--- src/hw/ppc_pkg.sv ---
/*
 * Shared constants, types and helpers for the port pad configuration
 * block: register offsets, reset values, field layout and codes.
 * Assumes a 32-bit register port addressed in bytes, 16 pins per port.
 */
package ppc_pkg;

    localparam int PINS    = 16;
    localparam int FIELD_W = 2;

    // byte offsets of the word registers
    localparam logic [7:0] OFS_DRV  = 8'h04;
    localparam logic [7:0] OFS_RATE = 8'h08;
    localparam logic [7:0] OFS_BIAS = 8'h0c;
    localparam logic [7:0] OFS_LVL  = 8'h10;

    // reset values
    localparam logic [15:0] DRV_RST     = 16'h0000;
    localparam logic [31:0] RATE_RST_A  = 32'h0c00_0000;
    localparam logic [31:0] RATE_RST    = 32'h0000_0000;
    localparam logic [31:0] BIAS_RST_A  = 32'h2400_0000;
    localparam logic [31:0] BIAS_RST    = 32'h0000_0000;
    localparam logic [15:0] RSVD_ZERO   = 16'h0000;
    localparam logic [31:0] UNMAPPED_RD = 32'h0000_0000;

    // driver type bit values
    localparam logic DRV_PUSH_PULL  = 1'b0;
    localparam logic DRV_OPEN_DRAIN = 1'b1;

    // bias field codes
    localparam logic [1:0] BIAS_FLOAT = 2'h0;
    localparam logic [1:0] BIAS_UP    = 2'h1;
    localparam logic [1:0] BIAS_DOWN  = 2'h2;
    localparam logic [1:0] BIAS_RSVD  = 2'h3;

    // pin synchroniser depth, cycles from pin to readable level
    localparam int SYNC_STAGES = 2;

    // decoded rate handed to the pad, gray along 2M -> 10M -> 50M
    typedef enum logic [1:0] {
        RATE_2M  = 2'h0,
        RATE_10M = 2'h1,
        RATE_50M = 2'h3
    } ppc_rate_t;

    function automatic logic [1:0] ppc_field(input logic [31:0] v,
                                             input int          y);
        return v[FIELD_W*y +: FIELD_W];
    endfunction

    function automatic ppc_rate_t ppc_rate_decode(input logic [1:0] c);
        ppc_rate_t r;
        r = RATE_2M;
        if (c[0])
        begin
            r = c[1] ? RATE_50M : RATE_10M;
        end
        return r;
    endfunction

    function automatic logic [7:0] ppc_word(input logic [7:0] a);
        return {a[7:2], 2'h0};
    endfunction

endpackage

--- src/hw/ppc_cfg_if.sv ---
/*
 * Configuration carrier from the register file to the pad stage.
 * Assumes both ends run on the same clock; no timing of its own.
 */
`timescale 1ns/1ps
interface ppc_cfg_if;
    logic [15:0] drv;
    logic [31:0] rate;
    logic [31:0] bias;

    modport regs (output drv, output rate, output bias);
    modport pad  (input  drv, input  rate, input  bias);
endinterface

--- src/hw/ppc_pad_stage.sv ---
/*
 * Pad stage: turns driver type, rate and bias fields into registered
 * per-pin pad controls. Assumes output value and enable come from
 * port logic on the same clock, so they are not synchronised.
 */
`timescale 1ns/1ps
module ppc_pad_stage
    import ppc_pkg::*;
(
    // clock and reset
    input  wire logic  ref_clk_in,
    input  wire logic  reset_in,
    // configuration
    ppc_cfg_if.pad     cfg,
    // pin requests from port logic
    input  wire logic [15:0] out_val_in,
    input  wire logic [15:0] out_en_in,
    // pad controls
    output logic [15:0] pad_out,
    output logic [15:0] pad_oe_out,
    output logic [15:0] pull_up_out,
    output logic [15:0] pull_dn_out,
    output logic [31:0] rate_sel_out
);

    typedef struct packed {
        logic [15:0] o;
        logic [15:0] oe;
        logic [15:0] pu;
        logic [15:0] pd;
        logic [31:0] rate;
    } ppc_pad_state_t;

    ppc_pad_state_t q;
    ppc_pad_state_t d;

    always_comb
    begin
        d = q;
        for (int y = 0; y < PINS; y++)
        begin
            if (cfg.drv[y] == DRV_OPEN_DRAIN)
            begin
                // only ever pull low; high is left to the bus
                d.o[y]  = 1'b0;
                d.oe[y] = out_en_in[y] & ~out_val_in[y];
            end
            else
            begin
                d.o[y]  = out_val_in[y];
                d.oe[y] = out_en_in[y];
            end
            // reserved bias code enables neither pull
            d.pu[y] = ppc_field(cfg.bias, y) == BIAS_UP;
            d.pd[y] = ppc_field(cfg.bias, y) == BIAS_DOWN;
            d.rate[FIELD_W*y +: FIELD_W] =
                ppc_rate_decode(ppc_field(cfg.rate, y));
        end
    end

    always_ff @(posedge ref_clk_in)
    begin
        if (reset_in)
        begin
            q <= '0;
        end
        else
        begin
            q <= d;
        end
    end

    assign pad_out      = q.o;
    assign pad_oe_out   = q.oe;
    assign pull_up_out  = q.pu;
    assign pull_dn_out  = q.pd;
    assign rate_sel_out = q.rate;
endmodule

--- src/hw/ppc_port_cfg.sv ---
/*
 * Port pad configuration top: driver type, drive rate and bias
 * registers, and the synchronised pin level sample, on a plain
 * register port. Assumes a master that holds strobes one cycle,
 * never both at once, and takes read data the cycle after the strobe.
 * Narrow reads take their lanes from the whole aligned word.
 */
// Behaviour
// - driver-type bit one makes the pin open-drain, driving low only
// - driver-type bit zero, the reset state, makes the pin push-pull
// - rate register holds two bits per pin, pin y at 2y+1:2y
// - rate code x0 gives 2 MHz, 01 gives 10 MHz, 11 gives 50 MHz
// - rate register at 0x08 resets 0x0c000000 on port A, else zero
// - bias code 00 floats, 01 pulls up, 10 pulls down, 11 reserved
// - bias register at 0x0c resets 0x24000000 on port A, else zero
// - level bits follow sampled pins only; software writes ignored
// - level register readable by byte, half-word or word accesses
// - level register at 0x10 reads zero in its upper sixteen bits
`timescale 1ns/1ps
module ppc_port_cfg
    import ppc_pkg::*;
#(
    parameter bit IS_PORT_A = 1'b0
)
(
    // clock and reset
    input  wire logic        ref_clk_in,
    input  wire logic        reset_in,
    // register port
    input  wire logic [7:0]  addr_in,
    input  wire logic [31:0] wdata_in,
    input  wire logic        wr_in,
    input  wire logic        rd_in,
    output logic      [31:0] rdata_out,
    // pins
    input  wire logic [15:0] pin_in,
    // requests from port output logic
    input  wire logic [15:0] out_val_in,
    input  wire logic [15:0] out_en_in,
    // pad controls
    output logic      [15:0] pad_out,
    output logic      [15:0] pad_oe_out,
    output logic      [15:0] pull_up_out,
    output logic      [15:0] pull_dn_out,
    output logic      [31:0] rate_sel_out
);

    typedef struct packed {
        logic [15:0] drv;
        logic [31:0] rate;
        logic [31:0] bias;
        logic [15:0] sync1;
        logic [15:0] lvl;
        logic [31:0] rdata;
    } ppc_top_state_t;

    // reset image chosen per instance, not per write
    localparam logic [31:0] RATE_INIT =
        IS_PORT_A ? RATE_RST_A : RATE_RST;
    localparam logic [31:0] BIAS_INIT =
        IS_PORT_A ? BIAS_RST_A : BIAS_RST;

    localparam ppc_top_state_t TOP_RST = '{
        drv:   DRV_RST,
        rate:  RATE_INIT,
        bias:  BIAS_INIT,
        sync1: 16'h0000,
        lvl:   16'h0000,
        rdata: 32'h0000_0000
    };

    ppc_top_state_t q;
    ppc_top_state_t d;
    logic [7:0]     word;

    ppc_cfg_if cfg ();

    assign word = ppc_word(addr_in);

    always_comb
    begin
        d = q;
        // two flops before anyone looks at the pins
        d.sync1 = pin_in;
        d.lvl   = q.sync1;
        d.rdata = 32'h0000_0000;

        if (wr_in)
        begin
            unique case (word)
                OFS_DRV:
                begin
                    d.drv = wdata_in[15:0];
                end
                OFS_RATE:
                begin
                    d.rate = wdata_in;
                end
                OFS_BIAS:
                begin
                    d.bias = wdata_in;
                end
                default:
                begin
                    // level word is hardware-owned; writes fall away
                    d.drv = q.drv;
                end
            endcase
        end

        if (rd_in)
        begin
            unique case (word)
                OFS_DRV:
                begin
                    d.rdata = {RSVD_ZERO, q.drv};
                end
                OFS_RATE:
                begin
                    d.rdata = q.rate;
                end
                OFS_BIAS:
                begin
                    d.rdata = q.bias;
                end
                OFS_LVL:
                begin
                    // whole word returned; narrow reads pick lanes
                    d.rdata = {RSVD_ZERO, q.lvl};
                end
                default:
                begin
                    d.rdata = UNMAPPED_RD;
                end
            endcase
        end
    end

    always_ff @(posedge ref_clk_in)
    begin
        if (reset_in)
        begin
            q <= TOP_RST;
        end
        else
        begin
            q <= d;
        end
    end

    assign cfg.drv   = q.drv;
    assign cfg.rate  = q.rate;
    assign cfg.bias  = q.bias;
    assign rdata_out = q.rdata;

    ppc_pad_stage u_pad (
        .ref_clk_in   (ref_clk_in),
        .reset_in     (reset_in),
        .cfg          (cfg.pad),
        .out_val_in   (out_val_in),
        .out_en_in    (out_en_in),
        .pad_out      (pad_out),
        .pad_oe_out   (pad_oe_out),
        .pull_up_out  (pull_up_out),
        .pull_dn_out  (pull_dn_out),
        .rate_sel_out (rate_sel_out)
    );

    // helper: cycles since reset release, saturating at three
    logic [1:0] age_q;

    always_ff @(posedge ref_clk_in)
    begin
        if (reset_in)
        begin
            age_q <= 2'h0;
        end
        else if (age_q != 2'h3)
        begin
            age_q <= age_q + 2'h1;
        end
    end
endmodule

--- config.mk ---
export PLATFORM = sky130hd
export DESIGN_NAME = ppc_port_cfg
export DESIGN_NICKNAME = d
export VERILOG_FILES = /design/src/hw/ppc_pkg.sv /design/src/hw/ppc_cfg_if.sv /design/src/hw/ppc_pad_stage.sv /design/src/hw/ppc_port_cfg.sv
export SDC_FILE = /design/constraint.sdc
export NUM_CORES = 1
export LEC_CHECK = 0
export BUFFER_PORTS_ARGS = -buffer_cell sky130_fd_sc_hd__clkbuf_2
export CORE_AREA = 3 3 195 102
export CTS_CLUSTER_DIAMETER = 150
export DETAILED_ROUTE_END_ITERATION = 6
export DIE_AREA = 0 0 198 105
export PLACE_DENSITY = 0.74
export SETUP_SLACK_MARGIN = 0.05
export SYNTH_ARGS = -nofsm -noshare
export SYNTH_HDL_FRONTEND = slang
export SYNTH_SLANG_ARGS = --single-unit
--- constraint.sdc ---
create_clock -name ref_clk_in -period 1.2 [get_ports ref_clk_in]
set_input_delay 0.06 -clock ref_clk_in [delete_from_list [all_inputs] [get_ports ref_clk_in]]
set_output_delay 0.06 -clock ref_clk_in [all_outputs]
set_load 0.01 [all_outputs]
==> results.py, run 1 <==
metrics = {
    "grt": {
        "grt_usage_pct": 20.3,
        "antenna_found_initial": 1,
        "overflow": 0,
        "grt_pass1_wl_microns": 34300,
        "grt_max_degree": 99,
        "grt_pass1_vias": 6672,
    },
    "worst_setup_path": {
        "cp_num_buf_inv": 1,
        "reg2reg_depth": 3,
        "worstSetupPathType": "register to output port",
        "path_delay_family": "flip-flops",
        "rrSetupSlack_ns": 0.27,
        "cp_max_fo": 1,
        "required_ns": 1.14,
        "crit_cells": 1,
        "slowest_stage": "dfxtp_1",
        "critPathMaxStageDelay_ns": 0.35,
        "cp.arrival_ns": 0.98,
        "path_cells": "clkbuf_2",
        "end_kind": "output port",
        "critPathLaunchType": "register",
    },
    "detailed_routing": {
        "drt-total-wl_microns": 21500,
        "via_per_inst": 4.93,
        "firstDrtPassIters": 5,
        "drt_iter0_markers": 318,
        "routedWlPerCell_microns": 16.2,
        "route.vias.total": 6541,
        "ant_nets": 0,
        "drc_errors": 0,
    },
    "die": {
        "io_pins": 220,
        "design.core.area_sq_um": 18200,
        "start_util_pct": 47.0,
        "die_h_microns": 105,
        "core.rowCount": 35,
        "design.die.area_sq_um": 20800,
        "die_w_microns": 198,
    },
    "layout": {
        "fin_area_sq_um": 11400,
        "seq_area_sq_um": 4800,
        "nFillCells": 1408,
        "synthToLayoutAreaGrowth_pct": 33.8,
        "drive_gt1_share_pct": 28.5,
        "multi_input_area_sq_um": 3130,
        "utilization_pct": 62.8,
        "fin_nets": 1165,
    },
    "synth": {
        "avgSynthCellArea_sq_um": 10.7,
        "synth_cell_types": 36,
        "yosys_warnings": 0,
        "synth_top_cell_by_area": "dfxtp_1",
        "synth_top_area_share_pct": 56.2,
        "yosysSeqAreaShare_pct": 56.2,
        "syn-num-nets": 895,
        "ys_ff_latch": 240,
        "synth_area_sq_um": 8560,
        "netlist_instances": 803,
        "synth_area_leaders": "dfxtp_1 (56%), mux2i_1 (9.4%), nand2b_1 (7.0%), buf_4 (3.2%), nor3b_1 (2.8%)",
    },
    "timing": {
        "drv_slew": 0,
        "setup_viol": 0,
        "clock_skew_ns": 0.0135,
        "min_period_ns": 1.04,
        "slew_headroom_pct": 74.6,
        "fmax_ghz": 0.966,
        "post-route-period-util_pct": 86.3,
        "hold_viol": 0,
        "tightest_slew_ns": 0.381,
        "whs_ns": 0.0408,
        "finalSetupTns_ns": 0,
        "rsz0062_at_grt": "false",
    },
    "clocking": {
        "postCtsResizedCells": 0,
        "cts_setup_buffers": 0,
        "cts_tree": "yes",
        "cts_hold_buf": 81,
        "cts_max_path_buffers": 3,
        "clk_pin_slew_ns": 0.06,
        "insertion_delay_ns": 0.50,
        "cts_sinks": 240,
        "ctsRootBufferMaster": "clkbuf_16",
        "cts_buffers": 22,
        "h-tree-depth": 1,
    },
    "place": {
        "post-dp-hpwl_microns": 14400,
        "port_buffers": 217,
        "post_dp_cell_area_sq_um": 9850,
        "globalplace.congestion": 0.845,
    },
    "worst_hold_path": {
        "hold_class": "input pin to register",
        "min_path_cells": 4,
    },
    "power": {
        "p_sw_mw": 3.41,
        "netSwitchingFraction_pct": 20.6,
        "power_leakage_nw": 5.02,
        "internal_power_mw": 13.2,
        "p_seq_share_pct": 49.0,
        "ir_drop_uv": 1070,
        "clkPwrFrac_pct": 44.9,
        "combPwrFrac_pct": 6.2,
        "power.density_cell_area_nw_per_um2": 1450,
    },
    "run_status": {
        "status": "finished clean",
    },
    "run": {
        "max_cap_viol_count": 0,
    },
}
-- metal layers --
layer | GRT usage [%] | wire length [microns] | vias to the layer above | part of all wire (%)
li1 | - | - | 3206 | -
met1 | 25.8 | 9280 | 3056 | 43
met2 | 34.6 | 10200 | 229 | 48
met3 | 4.32 | 1290 | 50 | 6.0
met4 | 6.31 | 646 | 0 | 3.0
met5 | 0 | 0 | - | 0
-- cell usage after synthesis (all sizes together) --
| cell type | count |
|---|---|
| a211oi | 16 |
| and2 | 16 |
| mux2 | 16 |
| a21oi | 17 |
| buf | 58 |
| a31oi | 15 |
| nand4 | 16 |
| o211ai | 1 |
| and4 | 1 |
| dfxtp | 240 |
| nor2 | 33 |
| and4b | 1 |
| nand2b | 96 |
| nor3 | 1 |
| or3 | 1 |
| o21ba | 1 |
| nand2 | 1 |
| nor2b | 34 |
| nand3b | 2 |
| o21ai | 16 |
| a21o | 1 |
| inv | 32 |
| nand4bb | 1 |
| mux2i | 80 |
| clkbuf | 26 |
| nand3 | 47 |
| and4bb | 1 |
| nor3b | 33 |
-- final timing paths --
check | start | to
setup reg to reg | cfg.bias[12] | rdata_out[12]
setup / recovery | rdata_out[21] | rdata_out[21]
hold / removal | addr_in[4] | rdata_out[9]
hold reg to reg | d[35] | q[35]
-- cell families (layout without fill, tap and decap cells) --
group	count (synthesis)	after routing	synth area share, %
AOI/OAI and AO/OA	67	67	4.78
muxes	96	96	11.5
buffers and inverters	116	400	7.39
DFF	240	240	56.2
other	0	1	0
and+or+nand+nor	284	284	20.2
-- through the flow --
| step | power [mW] | std cells | setup slack, ns |
|---|---|---|---|
| 2_1_floorplan | 8.71 | 803 | 0.0511 |
| 3_3_place_gp | 9.09 | 1208 | -0.0583 |
| 3_5_place_dp | 9.11 | 1208 | -0.0930 |
| 4_1_cts | 16.8 | 1327 | 0.139 |
| 5_1_grt | 17.2 | 1328 | 0.115 |
| 6_report | 16.6 | 1328 | 0.164 |
-- layout make-up --
type | count | area share [%]
multi-input cells | 447 | 27.3
clock inverters | 10 | 1.34
flip-flops and latches | 240 | 42.0
inverters | 32 | 1.05
diodes | 1 | 0.0219
repair buffers | 330 | 20.2
clock buffers | 28 | 5.45
well taps | 240 | 2.62
-- state kept, by name, indices dropped and copies added, names as in the netlist --
name	count
u_pad.rate_sel_out	32
cfg.drv	16
u_pad.pull_up_out	16
u_pad.pull_dn_out	16
q	16
rdata_out	32
d	16
cfg.rate	32
u_pad.pad_out	16
cfg.bias	32
u_pad.pad_oe_out	16
-- layout by cell type (no fill, tap or decap), types with 2 or more instances in the layout --
cell type	count
mux2_2	16
dfxtp_1	240
inv_1	32
clkbuf_8	3
nand2b_1	96
bufinv_16	4
clkinv_2	5
dlygate4sd3_1	81
mux2i_1	80
clkbuf_1	2
clkbuf_16	23
a31oi_1	15
o21ai_0	15
buf_12	14
nand3_1	47
nand3b_1	2
a21oi_1	17
buf_4	19
clkbuf_2	216
nor2_1	33
nor2b_1	33
a211oi_1	16
nand4_1	15
and2_1	16
nor3b_1	32
-- power by group through the flow --
stage,sequential [mW],clock (mW),combinational (mW)
after global routing,8.13,7.92,1.11
final,8.12,7.44,1.03
after floorplan,8.33,0,0.387
after global placement,8.30,0,0.785
after detailed placement,8.30,0,0.803
after CTS,8.12,7.62,1.02
(Power assumes the default switching activity.)
==> run 2: changes to the inputs <==
- CTS_CLUSTER_SIZE: not set -> 12
- SETUP_SLACK_MARGIN: 0.05 -> 0.5
==> run 2 against run 1 <==
Compared with the run above: count of clock-buffer cells in the layout decreased by 5; clock skew increased by 0.011 ns; critical endpoint is now pad_oe_out[0]; routed wire length increased by 28%; final area increased by 16%; hold slack got worse by 0.032 ns; fmax decreased by 0.66%; combinational power increased by 25%; power decreased by 5.9%; core utilization increased by 9.8 points; critical path depth unchanged; setup slack got worse by 0.0068 ns; sequential share of layout area decreased by 4.5 points.
==> results.py, run 2 (synthesized netlist as in run 1, its figures left out) <==
metrics = {
    "run_status": {
        "status": "finished clean",
    },
    "worst_setup_path": {
        "crit_path_start": "u_pad.pad_oe_out[0]",
        "worstSetupPathType": "register to output port",
        "path_cells": "buf_2",
        "critPathLaunchType": "register",
        "reg2reg_depth": 4,
        "end_kind": "output port",
        "cp.arrival_ns": 0.98,
        "critPathCapture": "pad_oe_out[0]",
        "crit_cells": 1,
        "required_ns": 1.14,
        "r2r-end": "cfg.bias[8]",
        "regToRegStartpoint": "cfg.bias[8]",
        "cp_max_fo": 1,
        "path_delay_family": "flip-flops",
        "critPathMaxStageDelay_ns": 0.33,
        "cp_num_buf_inv": 1,
        "slowest_stage": "dfxtp_1",
        "rrSetupSlack_ns": 0.19,
    },
    "die": {
        "design.core.area_sq_um": 18200,
        "core.rowCount": 35,
        "design.die.area_sq_um": 20800,
        "start_util_pct": 47.0,
        "io_pins": 220,
        "die_h_microns": 105,
        "die_w_microns": 198,
    },
    "timing": {
        "post-route-period-util_pct": 86.9,
        "whs_ns": 0.00847,
        "hold_viol": 0,
        "min_period_ns": 1.04,
        "clock_skew_ns": 0.0247,
        "setup_viol": 0,
        "rsz0062_at_grt": "true",
        "slew_headroom_pct": 61.9,
        "fmax_ghz": 0.959,
        "tightest_slew_ns": 0.569,
        "drv_slew": 0,
    },
    "detailed_routing": {
        "drt-total-wl_microns": 27400,
        "firstDrtPassIters": 5,
        "drc_errors": 0,
        "via_per_inst": 5.26,
        "drt_iter0_markers": 473,
        "route.vias.total": 7153,
        "routedWlPerCell_microns": 20.2,
        "ant_nets": 0,
    },
    "layout": {
        "synthToLayoutAreaGrowth_pct": 54.7,
        "layout_common_cells": "dfxtp_1 (128), dfxtp_2 (105), clkbuf_2 (82), nand2b_1 (80), dlygate4sd3_1 (80)",
        "fin_nets": 1213,
        "layout_commonest_cell": "dfxtp_1",
        "diodes": 0,
        "fin_area_sq_um": 13200,
        "drive_gt1_share_pct": 51.4,
    },
    "place": {
        "globalplace.congestion": 0.815,
        "port_buffers": 217,
        "post-dp-hpwl_microns": 14200,
        "post_dp_cell_area_sq_um": 9890,
    },
    "power": {
        "ir_drop_uv": 842,
        "power_leakage_nw": 5.61,
        "power.density_cell_area_nw_per_um2": 1180,
    },
    "grt": {
        "grt_max_degree": 84,
        "grt_usage_pct": 22.0,
        "overflow": 0,
        "grt_pass1_wl_microns": 36800,
        "grt_pass1_vias": 6967,
        "antenna_found_initial": 0,
    },
    "clocking": {
        "clk_pin_slew_ns": 0.07,
        "h-tree-depth": 1,
        "cts_sinks": 240,
        "ctsRootBufferMaster": "clkbuf_16",
        "cts_buffers": 23,
        "insertion_delay_ns": 0.51,
        "cts_max_path_buffers": 3,
        "cts_tree": "yes",
    },
    "worst_hold_path": {
        "hold_class": "input pin to register",
    },
    "run": {
        "max_cap_viol_count": 0,
    },
}
[run 2: per-stage QoR]
stage / setup slack (ns) / util (%) / cells / setup TNS [ns] / power [mW]
2_1_floorplan: 0.182 / - / 803 / 0 / 8.77
3_3_place_gp: -0.00737 / 54.3 / 1206 / -0.0101 / 9.09
3_5_place_dp: -0.0413 / 54.3 / 1206 / -1.21 / 9.11
4_1_cts: 0.159 / 66.1 / 1346 / 0 / 15.4
5_1_grt: 0.137 / 72.7 / 1359 / 0 / 16.1
6_report: 0.158 / 72.7 / 1359 / 0 / 15.6
[run 2: final cells by class]
class | instances | area [sq um]
Timing Repair Buffer | 377 | 3370
Tap cell | 240 | 300
Multi-Input combinational cell | 447 | 3910
Inverter | 32 | 120
Fill cell | 1118 | 4980
Sequential cell | 240 | 4960
Clock buffer | 23 | 576
[run 2: power breakdown]
group | total [mW] | internal, mW | switching, mW | leakage, nW
logic | 1.29 | 0.694 | 0.596 | 3.32
registers | 8.12 | 8.08 | 0.0446 | 2.01
clock network | 6.21 | 3.37 | 2.85 | 0.283
[run 2: how the worst min path moves through the flow]
stage                        startpoint                   to  cells after the start
after floorplan           out_val_in[0]  u_pad.pad_oe_out[0]                      1
after global placement    out_val_in[1]  u_pad.pad_oe_out[1]                      2
after detailed placement  out_val_in[8]  u_pad.pad_oe_out[8]                      2
after CTS                    addr_in[3]         rdata_out[9]                      4
after global routing         addr_in[3]         rdata_out[9]                      4
final                        addr_in[3]         rdata_out[9]                      4
[run 2: layer usage]
metal  vias up  GRT usage, %  share of wire, %
met4         0          7.16               3.8
li1       3290             -                 -
met5         -             0                 0
met1      3419          28.1                42
met3        94          4.51               6.6
met2       350          37.5                48
[run 2: repair_timing]
action                                  CTS  global route
hold buffers                             80             0
cloned                                    4             7
endpoints found under the setup margin  198           278
endpoints found under the hold margin   129             0
buffers inserted                         33             6
pin swaps                                31            48
gates resized for setup                 141           360
